--- config.mk ---
export PLATFORM = sky130hd
export DESIGN_NAME = ris_raw_status
export DESIGN_NICKNAME = d
export VERILOG_FILES = /design/src/ris_pkg.sv /design/src/ris_pin_sync.sv /design/src/ris_raw_status.sv
export VERILOG_INCLUDE_DIRS = /design/src
export SDC_FILE = /design/constraint.sdc
export NUM_CORES = 1
export LEC_CHECK = 0
export BUFFER_PORTS_ARGS = -buffer_cell sky130_fd_sc_hd__buf_2
export CAP_MARGIN = 20
export CELL_PAD_IN_SITES_DETAIL_PLACEMENT = 1
export CELL_PAD_IN_SITES_GLOBAL_PLACEMENT = 1
export CORE_MARGIN = 2
export CORE_UTILIZATION = 42
export CTS_CLUSTER_SIZE = 12
export DETAILED_ROUTE_END_ITERATION = 10
export PLACE_DENSITY_LB_ADDON = 0.1
export SYNTH_ARGS = -nofsm -noshare
export SYNTH_HDL_FRONTEND = slang
export SYNTH_HIERARCHICAL = 1
export SYNTH_SLANG_ARGS = --single-unit
export TNS_END_PERCENT = 30
--- constraint.sdc ---
create_clock -name aclk -period 2.8 [get_ports aclk]
set_input_delay 0.14 -clock aclk [delete_from_list [all_inputs] [get_ports aclk]]
set_output_delay 0.14 -clock aclk [all_outputs]
set_load 0.01 [all_outputs]
--- src/ris_params.svh ---
`ifndef RIS_PARAMS_SVH
`define RIS_PARAMS_SVH
// -------------------------------------------------------------------------
// register offsets
// -------------------------------------------------------------------------
`define RIS_OFF_MCMD   8'h0c
`define RIS_OFF_STATE  8'h14
`define RIS_OFF_MASK   8'h2c
`define RIS_OFF_RAW    8'h30
`define RIS_OFF_CLR    8'h38
// -------------------------------------------------------------------------
// flag positions
// -------------------------------------------------------------------------
`define RIS_B_RXFULL   6
`define RIS_B_SRDREQ   16
`define RIS_B_SRDSTV   17
`define RIS_B_SWRREQ   18
`define RIS_B_MDONE    19
// -------------------------------------------------------------------------
// state register positions
// -------------------------------------------------------------------------
`define RIS_S_MBUSY    0
`define RIS_S_SRDBUSY  1
`define RIS_S_STRETCH  2
`define RIS_S_REFUSED  3
// -------------------------------------------------------------------------
// reset values and masks
// -------------------------------------------------------------------------
`define RIS_RST_RAW    32'h0000_0000
`define RIS_RST_MASK   32'h0000_0000
`define RIS_RST_MCMD   32'h0000_0000
`define RIS_FLAG_BITS  32'h000f_0040
`define RIS_RESP_OKAY  2'h0
`define RIS_RESP_SLVERR 2'h2
`endif

--- src/ris_pkg.sv ---
`default_nettype none
package ris_pkg;
  typedef enum logic [2:0] {
    RIS_SEL_NONE,
    RIS_SEL_MCMD,
    RIS_SEL_STATE,
    RIS_SEL_MASK,
    RIS_SEL_RAW,
    RIS_SEL_CLR
  } ris_sel_e;
  typedef logic [31:0] ris_word_t;
endpackage
`default_nettype wire

--- src/ris_pin_sync.sv ---
`timescale 1ns/10ps
`default_nettype none
module ris_pin_sync (
  input  wire logic aclk,
  input  wire logic aresetn,
  input  wire logic ce,
  input  wire logic scl_in,
  input  wire logic sda_in,
  output var  logic start_det,
  output var  logic stop_det
);
  // -----------------------------------------------------------------------
  // two-flop synchronisers, third stage for edges
  // -----------------------------------------------------------------------
  logic [1:0] meta_q;
  logic [1:0] sync_q;
  logic [1:0] prev_q;
  wire        sda_fall;
  wire        sda_rise;
  wire        scl_high;

  assign scl_high = sync_q[1] & prev_q[1];
  assign sda_fall = ~sync_q[0] & prev_q[0];
  assign sda_rise = sync_q[0] & ~prev_q[0];

  always_ff @(posedge aclk) begin
    if (!aresetn) begin
      meta_q    <= 2'h3;
      sync_q    <= 2'h3;
      prev_q    <= 2'h3;
      start_det <= 1'b0;
      stop_det  <= 1'b0;
    end else if (ce) begin
      meta_q    <= {scl_in, sda_in};
      sync_q    <= meta_q;
      prev_q    <= sync_q;
      start_det <= scl_high & sda_fall;
      stop_det  <= scl_high & sda_rise;
    end
  end
endmodule // ris_pin_sync
`default_nettype wire

--- src/ris_raw_status.sv ---
// The implementer's own choices: the AXI4-Lite interface to the registers and the address map.
`timescale 1ns/10ps
`default_nettype none
`include "ris_params.svh"
module ris_raw_status #(
  parameter int AW = 8
) (
  input  wire logic          aclk,
  input  wire logic          aresetn,
  input  wire logic          ce,
  input  wire logic [AW-1:0] s_axi_awaddr,
  input  wire logic          s_axi_awvalid,
  output var  logic          s_axi_awready,
  input  wire logic [31:0]   s_axi_wdata,
  input  wire logic [3:0]    s_axi_wstrb,
  input  wire logic          s_axi_wvalid,
  output var  logic          s_axi_wready,
  output var  logic [1:0]    s_axi_bresp,
  output var  logic          s_axi_bvalid,
  input  wire logic          s_axi_bready,
  input  wire logic [AW-1:0] s_axi_araddr,
  input  wire logic          s_axi_arvalid,
  output var  logic          s_axi_arready,
  output var  logic [31:0]   s_axi_rdata,
  output var  logic [1:0]    s_axi_rresp,
  output var  logic          s_axi_rvalid,
  input  wire logic          s_axi_rready,
  input  wire logic          rx_full,
  input  wire logic          rx_rd,
  input  wire logic          tx_empty,
  input  wire logic          tx_wr,
  input  wire logic          slv_rd_addr,
  input  wire logic          slv_wr_addr,
  input  wire logic          scl_in,
  input  wire logic          sda_in,
  output var  logic          scl_out,
  output var  logic          scl_oe,
  output var  logic          tx_flush,
  output var  logic          mcmd_start,
  output var  logic [31:0]   mcmd_word,
  output var  logic          irq
);
  // -----------------------------------------------------------------------
  // helpers
  // -----------------------------------------------------------------------
  function automatic ris_pkg::ris_sel_e reg_sel(input logic [AW-1:0] a);
    logic [7:0] o;
    o = 8'(a);
    case (o)
      `RIS_OFF_MCMD:  reg_sel = ris_pkg::RIS_SEL_MCMD;
      `RIS_OFF_STATE: reg_sel = ris_pkg::RIS_SEL_STATE;
      `RIS_OFF_MASK:  reg_sel = ris_pkg::RIS_SEL_MASK;
      `RIS_OFF_RAW:   reg_sel = ris_pkg::RIS_SEL_RAW;
      `RIS_OFF_CLR:   reg_sel = ris_pkg::RIS_SEL_CLR;
      default:        reg_sel = ris_pkg::RIS_SEL_NONE;
    endcase
  endfunction

  function automatic ris_pkg::ris_word_t lanes(input logic [3:0] s);
    lanes = {{8{s[3]}}, {8{s[2]}}, {8{s[1]}}, {8{s[0]}}};
  endfunction

  // -----------------------------------------------------------------------
  // state
  // -----------------------------------------------------------------------
  logic [AW-1:0]        aw_addr_q;
  logic                 aw_have_q;
  ris_pkg::ris_word_t   wdata_q;
  logic [3:0]           wstrb_q;
  logic                 w_have_q;
  ris_pkg::ris_word_t   mask_q;
  logic                 rx_full_q;
  logic                 rxfull_q;
  logic                 srdreq_q;
  logic                 srdstv_q;
  logic                 swrreq_q;
  logic                 mdone_q;
  logic                 pend_rd_q;
  logic                 pend_wr_q;
  logic                 srd_busy_q;
  logic                 mbusy_q;
  logic                 refused_q;
  wire                  stop_det;

  ris_pin_sync u_sync (
    .aclk      (aclk),
    .aresetn   (aresetn),
    .ce        (ce),
    .scl_in    (scl_in),
    .sda_in    (sda_in),
    .start_det (),
    .stop_det  (stop_det)
  );

  // -----------------------------------------------------------------------
  // bus decode
  // -----------------------------------------------------------------------
  ris_pkg::ris_sel_e    wsel;
  ris_pkg::ris_sel_e    rsel;
  ris_pkg::ris_word_t   wlanes;
  ris_pkg::ris_word_t   clr_bits;
  ris_pkg::ris_word_t   raw_w;
  ris_pkg::ris_word_t   state_w;
  ris_pkg::ris_word_t   rd_mux;
  wire                  aw_ok;
  wire                  w_ok;
  wire                  wr_go;
  wire                  ar_ok;
  wire                  mask_wr;
  wire                  mcmd_wr;
  wire                  mcmd_take;
  wire                  wr_bad;
  wire                  rd_bad;

  assign aw_ok     = s_axi_awvalid & s_axi_awready;
  assign w_ok      = s_axi_wvalid & s_axi_wready;
  assign ar_ok     = s_axi_arvalid & s_axi_arready;
  assign wr_go     = aw_have_q & w_have_q & ~s_axi_bvalid;
  assign wsel      = reg_sel(aw_addr_q);
  assign rsel      = reg_sel(s_axi_araddr);
  assign wlanes    = lanes(wstrb_q);
  assign mask_wr   = wr_go & (wsel == ris_pkg::RIS_SEL_MASK);
  assign mcmd_wr   = wr_go & (wsel == ris_pkg::RIS_SEL_MCMD);
  assign wr_bad    = wsel == ris_pkg::RIS_SEL_NONE;
  assign rd_bad    = rsel == ris_pkg::RIS_SEL_NONE;
  assign clr_bits  = (wr_go & (wsel == ris_pkg::RIS_SEL_CLR)) ?
                     (wdata_q & wlanes) : 32'h0000_0000;
  assign mcmd_take = mcmd_wr & ~mdone_q & ~mbusy_q;

  // -----------------------------------------------------------------------
  // flag next values
  // -----------------------------------------------------------------------
  wire rd_req_now;
  wire wr_req_now;
  wire rd_fire;
  wire wr_fire;
  wire pend_rd_d;
  wire pend_wr_d;
  wire rxfull_d;
  wire srdreq_d;
  wire srdstv_d;
  wire swrreq_d;
  wire mdone_d;
  wire srd_busy_d;
  wire mbusy_d;

  assign rd_req_now = slv_rd_addr | pend_rd_q;
  assign wr_req_now = slv_wr_addr | pend_wr_q;
  assign rd_fire    = rd_req_now & ~mdone_q;
  assign wr_fire    = wr_req_now & ~mdone_q;
  assign pend_rd_d  = rd_req_now & mdone_q;
  assign pend_wr_d  = wr_req_now & mdone_q;
  assign rxfull_d   = (rx_full & ~rx_full_q) | (rxfull_q & ~rx_rd);
  assign srdreq_d   = rd_fire |
                      (srdreq_q & ~tx_wr & ~clr_bits[`RIS_B_SRDREQ]);
  assign srd_busy_d = rd_fire | (srd_busy_q & ~stop_det);
  assign srdstv_d   = srd_busy_q & tx_empty & ~tx_wr & ~stop_det;
  assign swrreq_d   = wr_fire |
                      (swrreq_q & ~clr_bits[`RIS_B_SWRREQ]);
  assign mbusy_d    = mcmd_take | (mbusy_q & ~stop_det);
  assign mdone_d    = (mbusy_q & stop_det) |
                      (mdone_q & ~clr_bits[`RIS_B_MDONE]);

  // -----------------------------------------------------------------------
  // register views
  // -----------------------------------------------------------------------
  always_comb begin
    raw_w                = `RIS_RST_RAW;
    raw_w[`RIS_B_RXFULL] = rxfull_q;
    raw_w[`RIS_B_SRDREQ] = srdreq_q;
    raw_w[`RIS_B_SRDSTV] = srdstv_q;
    raw_w[`RIS_B_SWRREQ] = swrreq_q;
    raw_w[`RIS_B_MDONE]  = mdone_q;
  end

  always_comb begin
    state_w                 = 32'h0000_0000;
    state_w[`RIS_S_MBUSY]   = mbusy_q;
    state_w[`RIS_S_SRDBUSY] = srd_busy_q;
    state_w[`RIS_S_STRETCH] = scl_oe;
    state_w[`RIS_S_REFUSED] = refused_q;
  end

  always_comb begin
    case (rsel)
      ris_pkg::RIS_SEL_MCMD:  rd_mux = mcmd_word;
      ris_pkg::RIS_SEL_STATE: rd_mux = state_w;
      ris_pkg::RIS_SEL_MASK:  rd_mux = mask_q;
      ris_pkg::RIS_SEL_RAW:   rd_mux = raw_w;
      default:                rd_mux = 32'h0000_0000;
    endcase
  end

  // -----------------------------------------------------------------------
  // write channels
  // -----------------------------------------------------------------------
  always_ff @(posedge aclk) begin
    if (!aresetn) begin
      aw_addr_q     <= '0;
      aw_have_q     <= 1'b0;
      s_axi_awready <= 1'b1;
      wdata_q       <= 32'h0000_0000;
      wstrb_q       <= 4'h0;
      w_have_q      <= 1'b0;
      s_axi_wready  <= 1'b1;
    end else if (ce) begin
      if (aw_ok) begin
        aw_addr_q     <= s_axi_awaddr;
        aw_have_q     <= 1'b1;
        s_axi_awready <= 1'b0;
      end else if (s_axi_bvalid & s_axi_bready) begin
        s_axi_awready <= 1'b1;
      end
      if (w_ok) begin
        wdata_q      <= s_axi_wdata;
        wstrb_q      <= s_axi_wstrb;
        w_have_q     <= 1'b1;
        s_axi_wready <= 1'b0;
      end else if (s_axi_bvalid & s_axi_bready) begin
        s_axi_wready <= 1'b1;
      end
      if (wr_go) begin
        aw_have_q <= 1'b0;
        w_have_q  <= 1'b0;
      end
    end
  end

  always_ff @(posedge aclk) begin
    if (!aresetn) begin
      s_axi_bvalid <= 1'b0;
      s_axi_bresp  <= `RIS_RESP_OKAY;
    end else if (ce) begin
      if (wr_go) begin
        s_axi_bvalid <= 1'b1;
        s_axi_bresp  <= wr_bad ? `RIS_RESP_SLVERR : `RIS_RESP_OKAY;
      end else if (s_axi_bready) begin
        s_axi_bvalid <= 1'b0;
      end
    end
  end

  // -----------------------------------------------------------------------
  // read channel
  // -----------------------------------------------------------------------
  always_ff @(posedge aclk) begin
    if (!aresetn) begin
      s_axi_arready <= 1'b1;
      s_axi_rvalid  <= 1'b0;
      s_axi_rdata   <= 32'h0000_0000;
      s_axi_rresp   <= `RIS_RESP_OKAY;
    end else if (ce) begin
      if (ar_ok) begin
        s_axi_arready <= 1'b0;
        s_axi_rvalid  <= 1'b1;
        s_axi_rdata   <= rd_mux;
        s_axi_rresp   <= rd_bad ? `RIS_RESP_SLVERR : `RIS_RESP_OKAY;
      end else if (s_axi_rvalid & s_axi_rready) begin
        s_axi_arready <= 1'b1;
        s_axi_rvalid  <= 1'b0;
      end
    end
  end

  // -----------------------------------------------------------------------
  // control registers
  // -----------------------------------------------------------------------
  always_ff @(posedge aclk) begin
    if (!aresetn) begin
      mask_q     <= `RIS_RST_MASK;
      mcmd_word  <= `RIS_RST_MCMD;
      mcmd_start <= 1'b0;
      refused_q  <= 1'b0;
    end else if (ce) begin
      if (mask_wr) begin
        mask_q <= ((mask_q & ~wlanes) | (wdata_q & wlanes)) & `RIS_FLAG_BITS;
      end
      if (mcmd_take) begin
        mcmd_word <= wdata_q;
      end
      mcmd_start <= mcmd_take;
      if (mcmd_wr) begin
        refused_q <= ~mcmd_take;
      end
    end
  end

  // -----------------------------------------------------------------------
  // raw flags and link side
  // -----------------------------------------------------------------------
  always_ff @(posedge aclk) begin
    if (!aresetn) begin
      rx_full_q  <= 1'b0;
      rxfull_q   <= 1'b0;
      srdreq_q   <= 1'b0;
      srdstv_q   <= 1'b0;
      swrreq_q   <= 1'b0;
      mdone_q    <= 1'b0;
      pend_rd_q  <= 1'b0;
      pend_wr_q  <= 1'b0;
      srd_busy_q <= 1'b0;
      mbusy_q    <= 1'b0;
    end else if (ce) begin
      rx_full_q  <= rx_full;
      rxfull_q   <= rxfull_d;
      srdreq_q   <= srdreq_d;
      srdstv_q   <= srdstv_d;
      swrreq_q   <= swrreq_d;
      mdone_q    <= mdone_d;
      pend_rd_q  <= pend_rd_d;
      pend_wr_q  <= pend_wr_d;
      srd_busy_q <= srd_busy_d;
      mbusy_q    <= mbusy_d;
    end
  end

  always_ff @(posedge aclk) begin
    if (!aresetn) begin
      scl_out  <= 1'b0;
      scl_oe   <= 1'b0;
      tx_flush <= 1'b0;
      irq      <= 1'b0;
    end else if (ce) begin
      scl_out  <= 1'b0;
      scl_oe   <= pend_rd_d | pend_wr_d;
      tx_flush <= rd_fire;
      irq      <= |(raw_w & mask_q);
    end
  end
endmodule // ris_raw_status
`default_nettype wire

Word-level counts from Yosys, hierarchy flattened. Cells that the tools add are included.

Register bits after elaboration: 145. Bits of input ports: 68.

Reduce and logical (&&, ||, !) cells: 22. Bitwise operators: 57. Multiplexer cells: 19. Equality and inequality tests: 17.

Operator list (count): case mux 32 bit (4 select lines) (1); AND 20 bit (3); == test 8 x 6 -> 1 bit (second input constant) (6); OR reduction 32 bit (1); AND 1 bit (31); case mux 3 bit (5 select lines) (2); AND reduction 2 bit (13); two-way mux 20 bit (1); inverter 20 bit (1); bitwise OR 20 bit (1); == test 8 x 4 -> 1 bit (second input constant) (2); == test 8 x 5 -> 1 bit (second input constant) (2); two-way mux 1 bit (13); inverter 1 bit (12); nonzero test 2 bit (6); == test 3 x 2 -> 1 bit (second input constant) (3); bitwise OR 1 bit (9); == test 3 x 1 -> 1 bit (second input constant) (2); == test 3 bit (second input constant) (2); logical NOT 3 bit (2); two-way mux 2 bit (2).

Logic depth before layout (Yosys ltp). Gate-level depths: netlist of run 1.

Depth after elaboration: 8. Mapped depth: 7. Mapped depth without buffers: 4.

By module. The synthesis of run 1 kept the hierarchy.

Modules (own cells, without submodules): ris_raw_status (area each 5218.8 µm², cells an instance 593, instances 1); ris_pin_sync (area each 295.3 µm², cells an instance 27, instances 1).

Worst setup path after synthesis of run 1. No wires, ideal clock.

Path type: register to register. From: register s_axi_bvalid. To: register mcmd_word[10]. Stages on the path, launching flop included: 7. Arrival time: 1.478 ns. Setup time: 0.120 ns. Buffers on the path: 2. Slack: 1.202 ns. Data required time: 2.680 ns. Path through: dfxtp_1 > and4b_1 > clkbuf_1 > and3_1 > nand4b_4 > buf_6 > mux2i_1.

Cells in the longest elaborated chain, start to end: 6.

Ends and longest elaborated chain: from (decl) (line ris_raw_status.sv:19) `output var logic s_axi_bvalid,`; from (signal assigned) (line ris_raw_status.sv:231) `s_axi_bvalid <= 1'b0;`; from (signal assigned) (line ris_raw_status.sv:235) `s_axi_bvalid <= 1'b1;`; from (signal assigned) (line ris_raw_status.sv:238) `s_axi_bvalid <= 1'b0;`; inverter 1 bit (line ris_raw_status.sv:118) `assign wr_go = aw_have_q & w_have_q & ~s_axi_bvalid;`; AND 1 bit (line ris_raw_status.sv:118); AND 1 bit (line ris_raw_status.sv:123) `assign mcmd_wr = wr_go & (wsel == ris_pkg::RIS_SEL_MCMD);`; AND 1 bit (2 in series) (line ris_raw_status.sv:128) `assign mcmd_take = mcmd_wr & ~mdone_q & ~mbusy_q;`; AND reduction 2 bit (no line); to (signal assigned) (line ris_raw_status.sv:271) `` mcmd_word <= `RIS_RST_MCMD; ``; to (signal assigned) (line ris_raw_status.sv:279) `mcmd_word <= wdata_q;`; to (decl) (line ris_raw_status.sv:40) `output var logic [31:0] mcmd_word,`.

No other way between the ends. A chain may end at the register's enable or synchronous reset.

Worst setup path after layout of run 1.
From: register aw_addr_q[0]. To: register mcmd_word[13].

Cells in the longest elaborated chain, start to end: 7.

Ends and longest elaborated chain: from (decl) (line ris_raw_status.sv:66) `logic [AW-1:0] aw_addr_q;`; from (signal assigned) (line ris_raw_status.sv:208) `aw_addr_q <= s_axi_awaddr;`; == test 8 x 6 -> 1 bit (tied with other cells) (line ris_raw_status.sv:49) `case (o)`; case mux 3 bit (5 select lines) * (line ris_raw_status.sv:49); == test 3 x 1 -> 1 bit * (line ris_raw_status.sv:123); AND 1 bit * (line ris_raw_status.sv:123); AND 1 bit * (2 in series) (line ris_raw_status.sv:128); AND reduction 2 bit (no line) *.

Every way passes the cells marked *; elsewhere a longest branch is shown, timed or not.

==> results of run 1 <==
## worst min-delay path, stage by stage
cell                      delay (ns)
sky130_fd_sc_hd__buf_2          0.10
sky130_fd_sc_hd__a41oi_1        0.05
sky130_fd_sc_hd__nand2_1        0.06
sky130_fd_sc_hd__a21oi_1        0.05
## sequential cells by signal, indices dropped and copies added (netlist names), 2 cells and up, named ones only
| name | cells |
|---|---|
| wdata_q | 32 |
| wstrb_q | 2 |
| aw_addr_q | 8 |
| mcmd_word | 32 |
| s_axi_rdata | 32 |
| u_sync/meta_q | 2 |
| u_sync/sync_q | 2 |
| u_sync/prev_q | 2 |
## layer usage
layer | global-route usage | wire length (µm)
met4 | 0.0964 | 361
met5 | 0 | 0
met3 | 0.0550 | 733
met2 | 0.425 | 8440
met1 | 0.281 | 7040
## layout make-up
type                       instances  area (µm²)
timing repair buffer             195        1230
clock buffer                      22         474
multi-input combinational        428        2400
inverter                           6        22.5
fill                            1524        5370
clock inverter                     7         113
sequential                       142        2840
tap                              172         215
## placed cells by master (no fill, tap or decap), drive strengths merged, types with 6 or more instances in the layout
master,instances
a22oi,24
dfxtp,142
nand2,171
o21ai,9
a31oi,6
inv,6
and3,9
buf,149
clkbuf,22
mux2i,47
dlygate4sd3,46
nand3,6
nor2,43
a21oi,56
## timing repair
item / 4_1_cts / 5_1_grt
hold buffers: 46 / 0
gates resized for setup: 0 / 0
hold endpoints to repair: 46 / 0
## where the power goes
group,switching [mW],internal (mW)
clock network,0.802,1.45
registers,0.0358,2.07
logic,0.181,0.136
## per-stage QoR
step	hold slack, ns	utilization	area, µm²	setup WS (ns)	cells
after floorplan	0.202	-	5490	1.20	620
after global placement	0.356	0.493	6250	0.830	897
after detailed placement	0.371	0.493	6250	0.778	897
after CTS	0.0144	0.576	7300	0.789	972
after global routing	0.0407	0.576	7300	0.665	972
final	0.0339	0.576	7300	0.797	972
## worst max path at each step
stage | endpoint | slack [ns] | cells after the start
CTS | mcmd_word[0] | 0.79 | 5
global route | mcmd_word[4] | 0.67 | 5
floorplan | mcmd_word[10] | 1.20 | 6
finish | mcmd_word[13] | 0.80 | 5
detailed placement | s_axi_rdata[12] | 0.78 | 6
global placement | s_axi_rdata[7] | 0.83 | 6
==> metrics, run 1 <==
time the worst path needs with I/O delays and setup 2.00 ns; area of the die ~14,000 µm²; largest fanout of any net on the critical path 32; headroom to the max-slew limit 0.371; synthesized area per cell about 8.9 µm²; Mapped Cells a little over 600; number of buffers inserted by post-CTS setup repair 0; total clock buffers created by CTS 17; CP Cell Sequence nor4_2, and3_1, nand4b_4, buf_4, mux2i_1; Max Root-Sink Buffers 2; number of vias per cell 5.25; Max-cap violations 0; wire length of the first global-routing pass roughly 27,000 µm; Initial Utilization 0.433; number of inserted diodes 0; Final Routed Wirelength between 15,000 and 20,000 µm; Routed WL per cell ~17 µm; hold_sp tx_wr; Congestion Overflow GR 0; launching element type of the critical path register; pins over their slew limit 0; die height 118 µm; Final Net Count between 800 and 900; number of buffer and inverter instances along the worst setup path 1; peak per-stage delay on the critical path around 0.56 ns; Area Growth Syn to Fin 33.1%; Worst Setup Path Type register to register; maximum number of pins on one net before global-route repair between 90 and 100; Cell Rows between 40 and 50; pin slew with the least headroom to its limit approximately 0.94 ns; fraction of the cycle the final worst path needs 0.715; clock slew at reported path FFs about 0.050 ns; Min-Delay Path Depth 4; Routability Congestion 0.792; endpoint class of the critical path register; kind of cell with the highest combined delay on the critical path simple AND/OR/NAND/NOR gates; total chip power around 4.7 mW; placed wire-length estimate about 11,000 µm; router iterations before antenna repair 5; final hold viol count 0; final setup violating endpoints 0; Antenna Nets Post-Route 0; leakage power summed over all cells about 3.3 nW; Die X 118 µm; clock tree root driver cell sky130_fd_sc_hd__clkbuf_16; r2r startpoint aw_addr_q[0]; RSZ-0062 raised after global routing false; latest clock arrival within the worst-skew pair around 0.42 ns; TritonCTS clock tree done; Hold WC Path Type input pin to register; maximum clock skew at final layout 0.00567 ns; boundary pin count 146; number of design-rule violations left by the first detailed-router iteration between 200 and 250; total number of H-tree levels 4; antenna violations before repair 0; peak clock frequency supported by timing about 500 MHz; Cell Area, Synth about 5500 µm²; Critical Path RT a little over 3 ns; run status completed; Yosys warning total 6; post-route setup TNS 0 ns; post-detailed-route DRC marker count 0; power density of the placed cells 641 nW/µm²; routed via count 5,101; slowest cell on the critical path sky130_fd_sc_hd__nor4_2; start point of the critical path aw_addr_q[0]; worst voltage drop across the vdd grid 0.397 mV; via count of the first global-routing pass ~5,300; all-layer global routing usage 0.241; quantity of I/O buffers inserted on ports between 100 and 150; total core area approximately 13,000 µm²; Worst Reg2Reg Path Length in Cells 5; critical path data arrival time ~2.3 ns; number of sinks driven by the clock tree 142; Worst R2R Setup Slack about 0.8 ns; Min-Delay Endpoint srdreq_q; fraction of final layout cells with drive strength greater than 1 0.230; Worst R2R End mcmd_word[13]
Power figures use the tool's default switching activity.
==> run 2, diff against run 1 <==
CORE_UTILIZATION = 35   (was 42)
clock period = 1.7 ns   (was 2.8 ns; I/O delays follow)
==> run 2 against run 1 <==
Combinational power rose by 76%. Fmax rose by 23%. Total power rose by 89%. Highest routed layer unchanged. Count of clock-buffer cells in the layout fell by 2. Critical path type unchanged.
==> metrics, run 2 (synthesis gave the netlist of run 1 again) <==
post-detailed-route DRC marker count 0 (unchanged); leading cell types in the layout, fill and taps excluded sky130_fd_sc_hd__nand2_1, sky130_fd_sc_hd__dfxtp_1, sky130_fd_sc_hd__buf_2; CP Cell Sequence nor4_2, buf_4, and3_2, nand4b_4, buf_12, mux2i_1; quantity of I/O buffers inserted on ports 140 (unchanged); final hold viol count 0 (unchanged); Min-Delay Endpoint s_axi_arready; post-layout util 0.506 (-0.0699); Fin Hold WS 0.111 ns (+0.0771 ns); Die X 129 µm (+9.2%); pins over their slew limit 0 (unchanged); power share of the combinational group 0.063 (-0.005); hold_sp aresetn; Worst Setup Path Type register to register; Cell Rows 45 (+9.8%); TritonCTS clock tree done; Critical Path RT 2.00 ns (-1.08 ns); total clock buffers created by CTS 17 (unchanged); placed wire-length estimate 10,900 µm (+2.4%); router iterations before antenna repair 4 (-1); Net Sw Frac 0.202 (-0.0155); Worst R2R Setup Slack 0.08 ns (-0.72 ns); Post-Place Worst Slack 0.0235 ns (-0.754 ns); peak per-stage delay on the critical path 0.32 ns (-0.24 ns); Switching Power 1.79 mW (+75%); clock tree root driver cell sky130_fd_sc_hd__clkbuf_16; total core area 15,300 µm² (+20%); GR Util met2 0.356 (-0.0688); Worst R2R End mcmd_word[19]; critical path data arrival time 1.93 ns (-0.35 ns); start point of the critical path aw_addr_q[0]; commonest non-fill, non-tap cell in the layout sky130_fd_sc_hd__nand2_1; die height 129 µm (+9.2%); largest registers mcmd_word x32, s_axi_rdata x32, wdata_q x32; antenna violations before repair 0 (unchanged); slowest cell on the critical path sky130_fd_sc_hd__dfxtp_1; final setup violating endpoints 0 (unchanged); proportion of power drawn by the clock network 0.544 (+0.062); leakage power summed over all cells 3.51 nW (+5.3%); total number of H-tree levels 4 (unchanged); met1 global-route usage 0.246 (-0.0353); total chip power 8.83 mW (+89%); kind of cell with the highest combined delay on the critical path simple AND/OR/NAND/NOR gates; number of buffer and inverter instances along the worst setup path 2 (+1); Routability Congestion 0.806 (+1.8%); wire length of the first global-routing pass 26,200 µm (-1.9%); Congestion Overflow GR 0 (unchanged); number of design-rule violations left by the first detailed-router iteration 227 (+3.7%); largest fanout of any net on the critical path 32 (unchanged); boundary pin count 146 (unchanged); worst voltage drop across the vdd grid 0.767 mV (+93%); fraction of the cycle the final worst path needs 0.956 (+0.240); fraction of final layout cells with drive strength greater than 1 0.242 (+0.0124); run status completed; Hold WC Path Type input pin to register; Final Net Count 872 (+1.6%); maximum number of pins on one net before global-route repair 84 (-11%); via count of the first global-routing pass 5,232 (-0.87%); all-layer global routing usage 0.203 (-0.0377); routed via count 5,134 (+0.65%); Routed WL per cell 16.0 µm (-6.2%); maximum clock skew at final layout 0.0101 ns (+0.00448 ns); Final Routed Wirelength 16,400 µm (-0.80%); clock slew at reported path FFs 0.06 ns (about the same); Max-cap violations 0 (unchanged); power density of the placed cells 1140 nW/µm² (+78%); worst setup margin 0.0755 ns (-0.721 ns); RSZ-0062 raised after global routing true; peak clock frequency supported by timing 616 MHz (+23%); Initial Utilization 0.359 (-0.0734); time the worst path needs with I/O delays and setup 1.62 ns (-0.379 ns); most used routing layer met2; Worst Reg2Reg Path Length in Cells 6 (+1); area of the die 16,700 µm² (+19%); number of inserted diodes 0 (unchanged); headroom to the max-slew limit 0.638 (+0.268); number of vias per cell 4.99 (-4.8%); global-route met3 utilization 0.0479 (-0.00713); Antenna Nets Post-Route 0 (unchanged); r2r startpoint aw_addr_q[0]; Min-Delay Path Depth 3 (-1); latest clock arrival within the worst-skew pair 0.43 ns (about the same); endpoint class of the critical path register; number of sinks driven by the clock tree 142 (unchanged); Area Growth Syn to Fin 40.8%; Max Root-Sink Buffers 2 (unchanged); internal power 7.04 mW (+93%); launching element type of the critical path register; pin slew with the least headroom to its limit 0.542 ns (-0.402 ns); sequential share of power 0.392 (-0.058)
run 2: how the worst max path moves through the flow:
stage,to,slack (ns),depth (start not counted)
finish,mcmd_word[19],0.08,6
global route,mcmd_word[19],-0.01,6
CTS,s_axi_rdata[17],0.008,3
detailed placement,s_axi_rdata[17],0.02,3
global placement,register,0.10,5
floorplan,mcmd_word[10],0.10,6
run 2: layer usage:
metal  share of wire  routed length, µm
met1            0.45               7390
met2            0.49               8130
met3           0.043                714
met4           0.013                218
met5               0                  0
run 2: what timing repair did:
action,CTS,global route
hold buffers,52,0
hold endpoints to repair,55,0
buffers inserted,0,1
gates resized for setup,0,3
endpoints found under the setup margin,0,65
run 2: power groups by stage:
stage          registers [mW]  logic (mW)  clock network [mW]
3_5_place_dp             3.54       0.469                   0
3_3_place_gp             3.53       0.453                   0
4_1_cts                  3.47       0.564                4.87
6_report                 3.47       0.559                4.81
5_1_grt                  3.48       0.622                5.03
2_1_floorplan            3.53       0.265                   0
run 2: cell type report:
type                       instances  area (µm²)
clock buffer                      20         447
clock inverter                    12         310
fill                            1759        7530
inverter                           6        22.5
multi-input combinational        428        2410
sequential                       142        2840
tap                              211         264
timing repair buffer             209        1420
run 2: through the flow:
stage / cell area (µm²) / std cells / TNS, ns
2_1_floorplan: 5490 / 620 / 0
3_3_place_gp: 6430 / 943 / 0
3_5_place_dp: 6430 / 943 / 0
4_1_cts: 7710 / 1027 / 0
5_1_grt: 7720 / 1028 / -0.00991
6_report: 7720 / 1028 / 0
run 2: worst min-delay path, stage by stage:
cell and delay (ns):
sky130_fd_sc_hd__buf_2 0.15, sky130_fd_sc_hd__buf_4 0.18, sky130_fd_sc_hd__o21ai_0 0.08
==> run 3, diff against run 2 <==
==> constraint.sdc (replaced) <==
create_clock -name aclk -period 1.7 [get_ports aclk]
set_input_delay 0.34 -clock aclk [delete_from_list [all_inputs] [get_ports aclk]]
set_output_delay 0.34 -clock aclk [all_outputs]
set_load 0.01 [all_outputs]
==> run 3 against run 2 <==
Non-clock buffer count down 46. Register-to-register slack improved by 0.03 ns. Clock skew fell by 0.0038 ns. Fmax is 1.7% higher. Critical path type unchanged. Die area stayed put. Largest cell class unchanged.
==> metrics, run 3 (synthesis gave the netlist of run 1 again) <==
run status completed; number of vias per cell 4.91 (-1.7%); Worst Setup Path Type register to register; TritonCTS clock tree done; routed via count 4,805 (-6.4%); number of design-rule violations left by the first detailed-router iteration 217 (-4.4%); quantity of I/O buffers inserted on ports 140 (unchanged); Max Root-Sink Buffers 2 (unchanged); Final Net Count 826 (-5.3%); Post-Place Worst Slack -0.195 ns (-0.218 ns); latest clock arrival within the worst-skew pair 0.42 ns (about the same); Initial Utilization 0.359 (unchanged); post-layout util 0.464 (-0.0417); post-detailed-route DRC marker count 0 (unchanged); Antenna Nets Post-Route 0 (unchanged); total core area 15,300 µm² (unchanged); largest fanout of any net on the critical path 5 (-84%); area of the die 16,700 µm² (unchanged); Max-cap violations 0 (unchanged); maximum number of pins on one net before global-route repair 83 (-1.2%); placed wire-length estimate 11,400 µm (+4.4%); total number of H-tree levels 4 (unchanged); crit path to refused_q; boundary pin count 146 (unchanged); Fill cells 1,806 (+2.7%); router iterations before antenna repair 4 (unchanged); peak clock frequency supported by timing 626 MHz (+1.7%); critical path data arrival time 1.90 ns (-0.03 ns); launching element type of the critical path register; Worst Reg2Reg Path Length in Cells 5 (-1); final setup violating endpoints 0 (unchanged); peak per-stage delay on the critical path 0.46 ns (+0.14 ns); slowest cell on the critical path sky130_fd_sc_hd__or4_4; fraction of final layout cells with drive strength greater than 1 0.262 (+0.0194); die height 129 µm (unchanged); fraction of the cycle the final worst path needs 0.940 (-0.0159); total clock buffers created by CTS 17 (unchanged); maximum clock skew at final layout 0.00635 ns (-0.00380 ns); power density of the placed cells 1070 nW/µm² (-6.3%); largest registers mcmd_word x32, s_axi_rdata x32, wdata_q x32; Congestion Overflow GR 0 (unchanged); worst setup margin 0.103 ns (+0.0270 ns); Routed WL per cell 16.2 µm (+1.4%); all-layer global routing usage 0.196 (-0.00732); Die X 129 µm (unchanged); CP Cell Sequence nor4_2, buf_4, nand4_1, or4_4, o211a_1; clock tree root driver cell sky130_fd_sc_hd__clkbuf_16; Hold WC Path Type input pin to register; clock slew at reported path FFs 0.06 ns (about the same); worst voltage drop across the vdd grid 0.692 mV (-9.8%); antenna violations before repair 0 (unchanged); area occupied by multi-input gates 2420 µm² (+0.10%); Worst R2R Setup Slack 0.10 ns (+0.03 ns); via count of the first global-routing pass 4,960 (-5.2%); Cell Rows 45 (unchanged); RSZ-0062 raised after global routing false; cell area after layout 7090 µm² (-8.2%); number of inserted diodes 0 (unchanged); Routability Congestion 0.808 (+0.25%); endpoint class of the critical path register; final hold viol count 0 (unchanged); Critical Path RT 2.01 ns (about the same); pins over their slew limit 0 (unchanged); number of sinks driven by the clock tree 142 (unchanged); placed standard-cell area 6510 µm² (+1.2%); Worst R2R End refused_q; hold_sp sda_in; start point of the critical path aw_addr_q[0]; Area Growth Syn to Fin 29.2%; wire length of the first global-routing pass 25,400 µm (-3.1%); FF+latch area 2840 µm² (unchanged); r2r startpoint aw_addr_q[0]; leading cell types in the layout, fill and taps excluded sky130_fd_sc_hd__nand2_1, sky130_fd_sc_hd__dfxtp_1, sky130_fd_sc_hd__buf_2; commonest non-fill, non-tap cell in the layout sky130_fd_sc_hd__nand2_1; Final Routed Wirelength 15,900 µm (-3.5%); time the worst path needs with I/O delays and setup 1.60 ns (-0.0270 ns); leakage power summed over all cells 3.23 nW (-8.0%)
[run 3: cell types whose count changed in the layout (fill, tap and decap cells not counted), sizes merged]
cell / previous run / this run
clkbuf: 20 / 21
dlygate4sd3: 52 / 0
bufinv: 10 / 3
clkinv: 2 / 4
buf: 157 / 163
clkinvlp: 0 / 1
[run 3: critical path: cells and delay by family (launching register included)]
family | cells | cell delay [ns]
AND/OR/NAND/NOR | 3 | 0.85
flip-flops | 1 | 0.32
buffers and inverters | 1 | 0.17
AO/OA/AOI/OAI | 1 | 0.15
[run 3: cell type report]
| cell class | count | share of cell area |
|---|---|---|
| Clock buffer | 21 | 0.0636 |
| Clock inverter | 8 | 0.0166 |
| Inverter | 6 | 0.00318 |
| Multi-Input combinational cell | 428 | 0.341 |
| Sequential cell | 142 | 0.401 |
| Tap cell | 211 | 0.0373 |
| Timing Repair Buffer | 163 | 0.137 |
[run 3: per-layer routing]
layer	wire length [µm]	share of wire	vias to the layer above	GRT usage
met4	280	0.018	0	0.0671
met1	7220	0.45	2275	0.243
met5	0	0	-	0
met2	7700	0.48	110	0.333
met3	679	0.043	24	0.0475
li1	-	-	2396	-
[run 3: worst min-delay path by stage]
stage | depth (start not counted) | to | slack [ns]
final | 3 | u_sync/meta_q[0] | 0.14
after global placement | 2 | mcmd_word[26] | 0.44
after detailed placement | 2 | wdata_q[25] | 0.45
after global routing | 3 | u_sync/meta_q[1] | 0.15
after floorplan | 1 | u_sync/meta_q[0] | 0.40
after CTS | 3 | u_sync/meta_q[0] | 0.13
[run 3: stage by stage]
| stage | setup TNS (ns) | hold slack [ns] | std cells | total power [mW] |
|---|---|---|---|---|
| finish | 0 | 0.135 | 979 | 7.59 |
| global route | 0 | 0.146 | 979 | 7.89 |
| CTS | 0 | 0.130 | 979 | 7.67 |
| detailed placement | -4.03 | 0.449 | 950 | 4.02 |
| global placement | -2.78 | 0.440 | 950 | 4.00 |
| floorplan | -0.270 | 0.402 | 620 | 3.79 |
[run 3: repair_timing]
| item | in CTS | in global routing |
|---|---|---|
| endpoints found under the setup margin | 0 | 21 |
| resized for setup | 0 | 4 |
| hold buffers | 0 | 0 |
| buffers inserted | 0 | 0 |
[run 3: power breakdown]
part | switching [mW] | total [mW] | internal (mW)
clock network | 1.35 | 3.66 | 2.31
registers | 0.0576 | 3.47 | 3.41
logic | 0.282 | 0.470 | 0.188
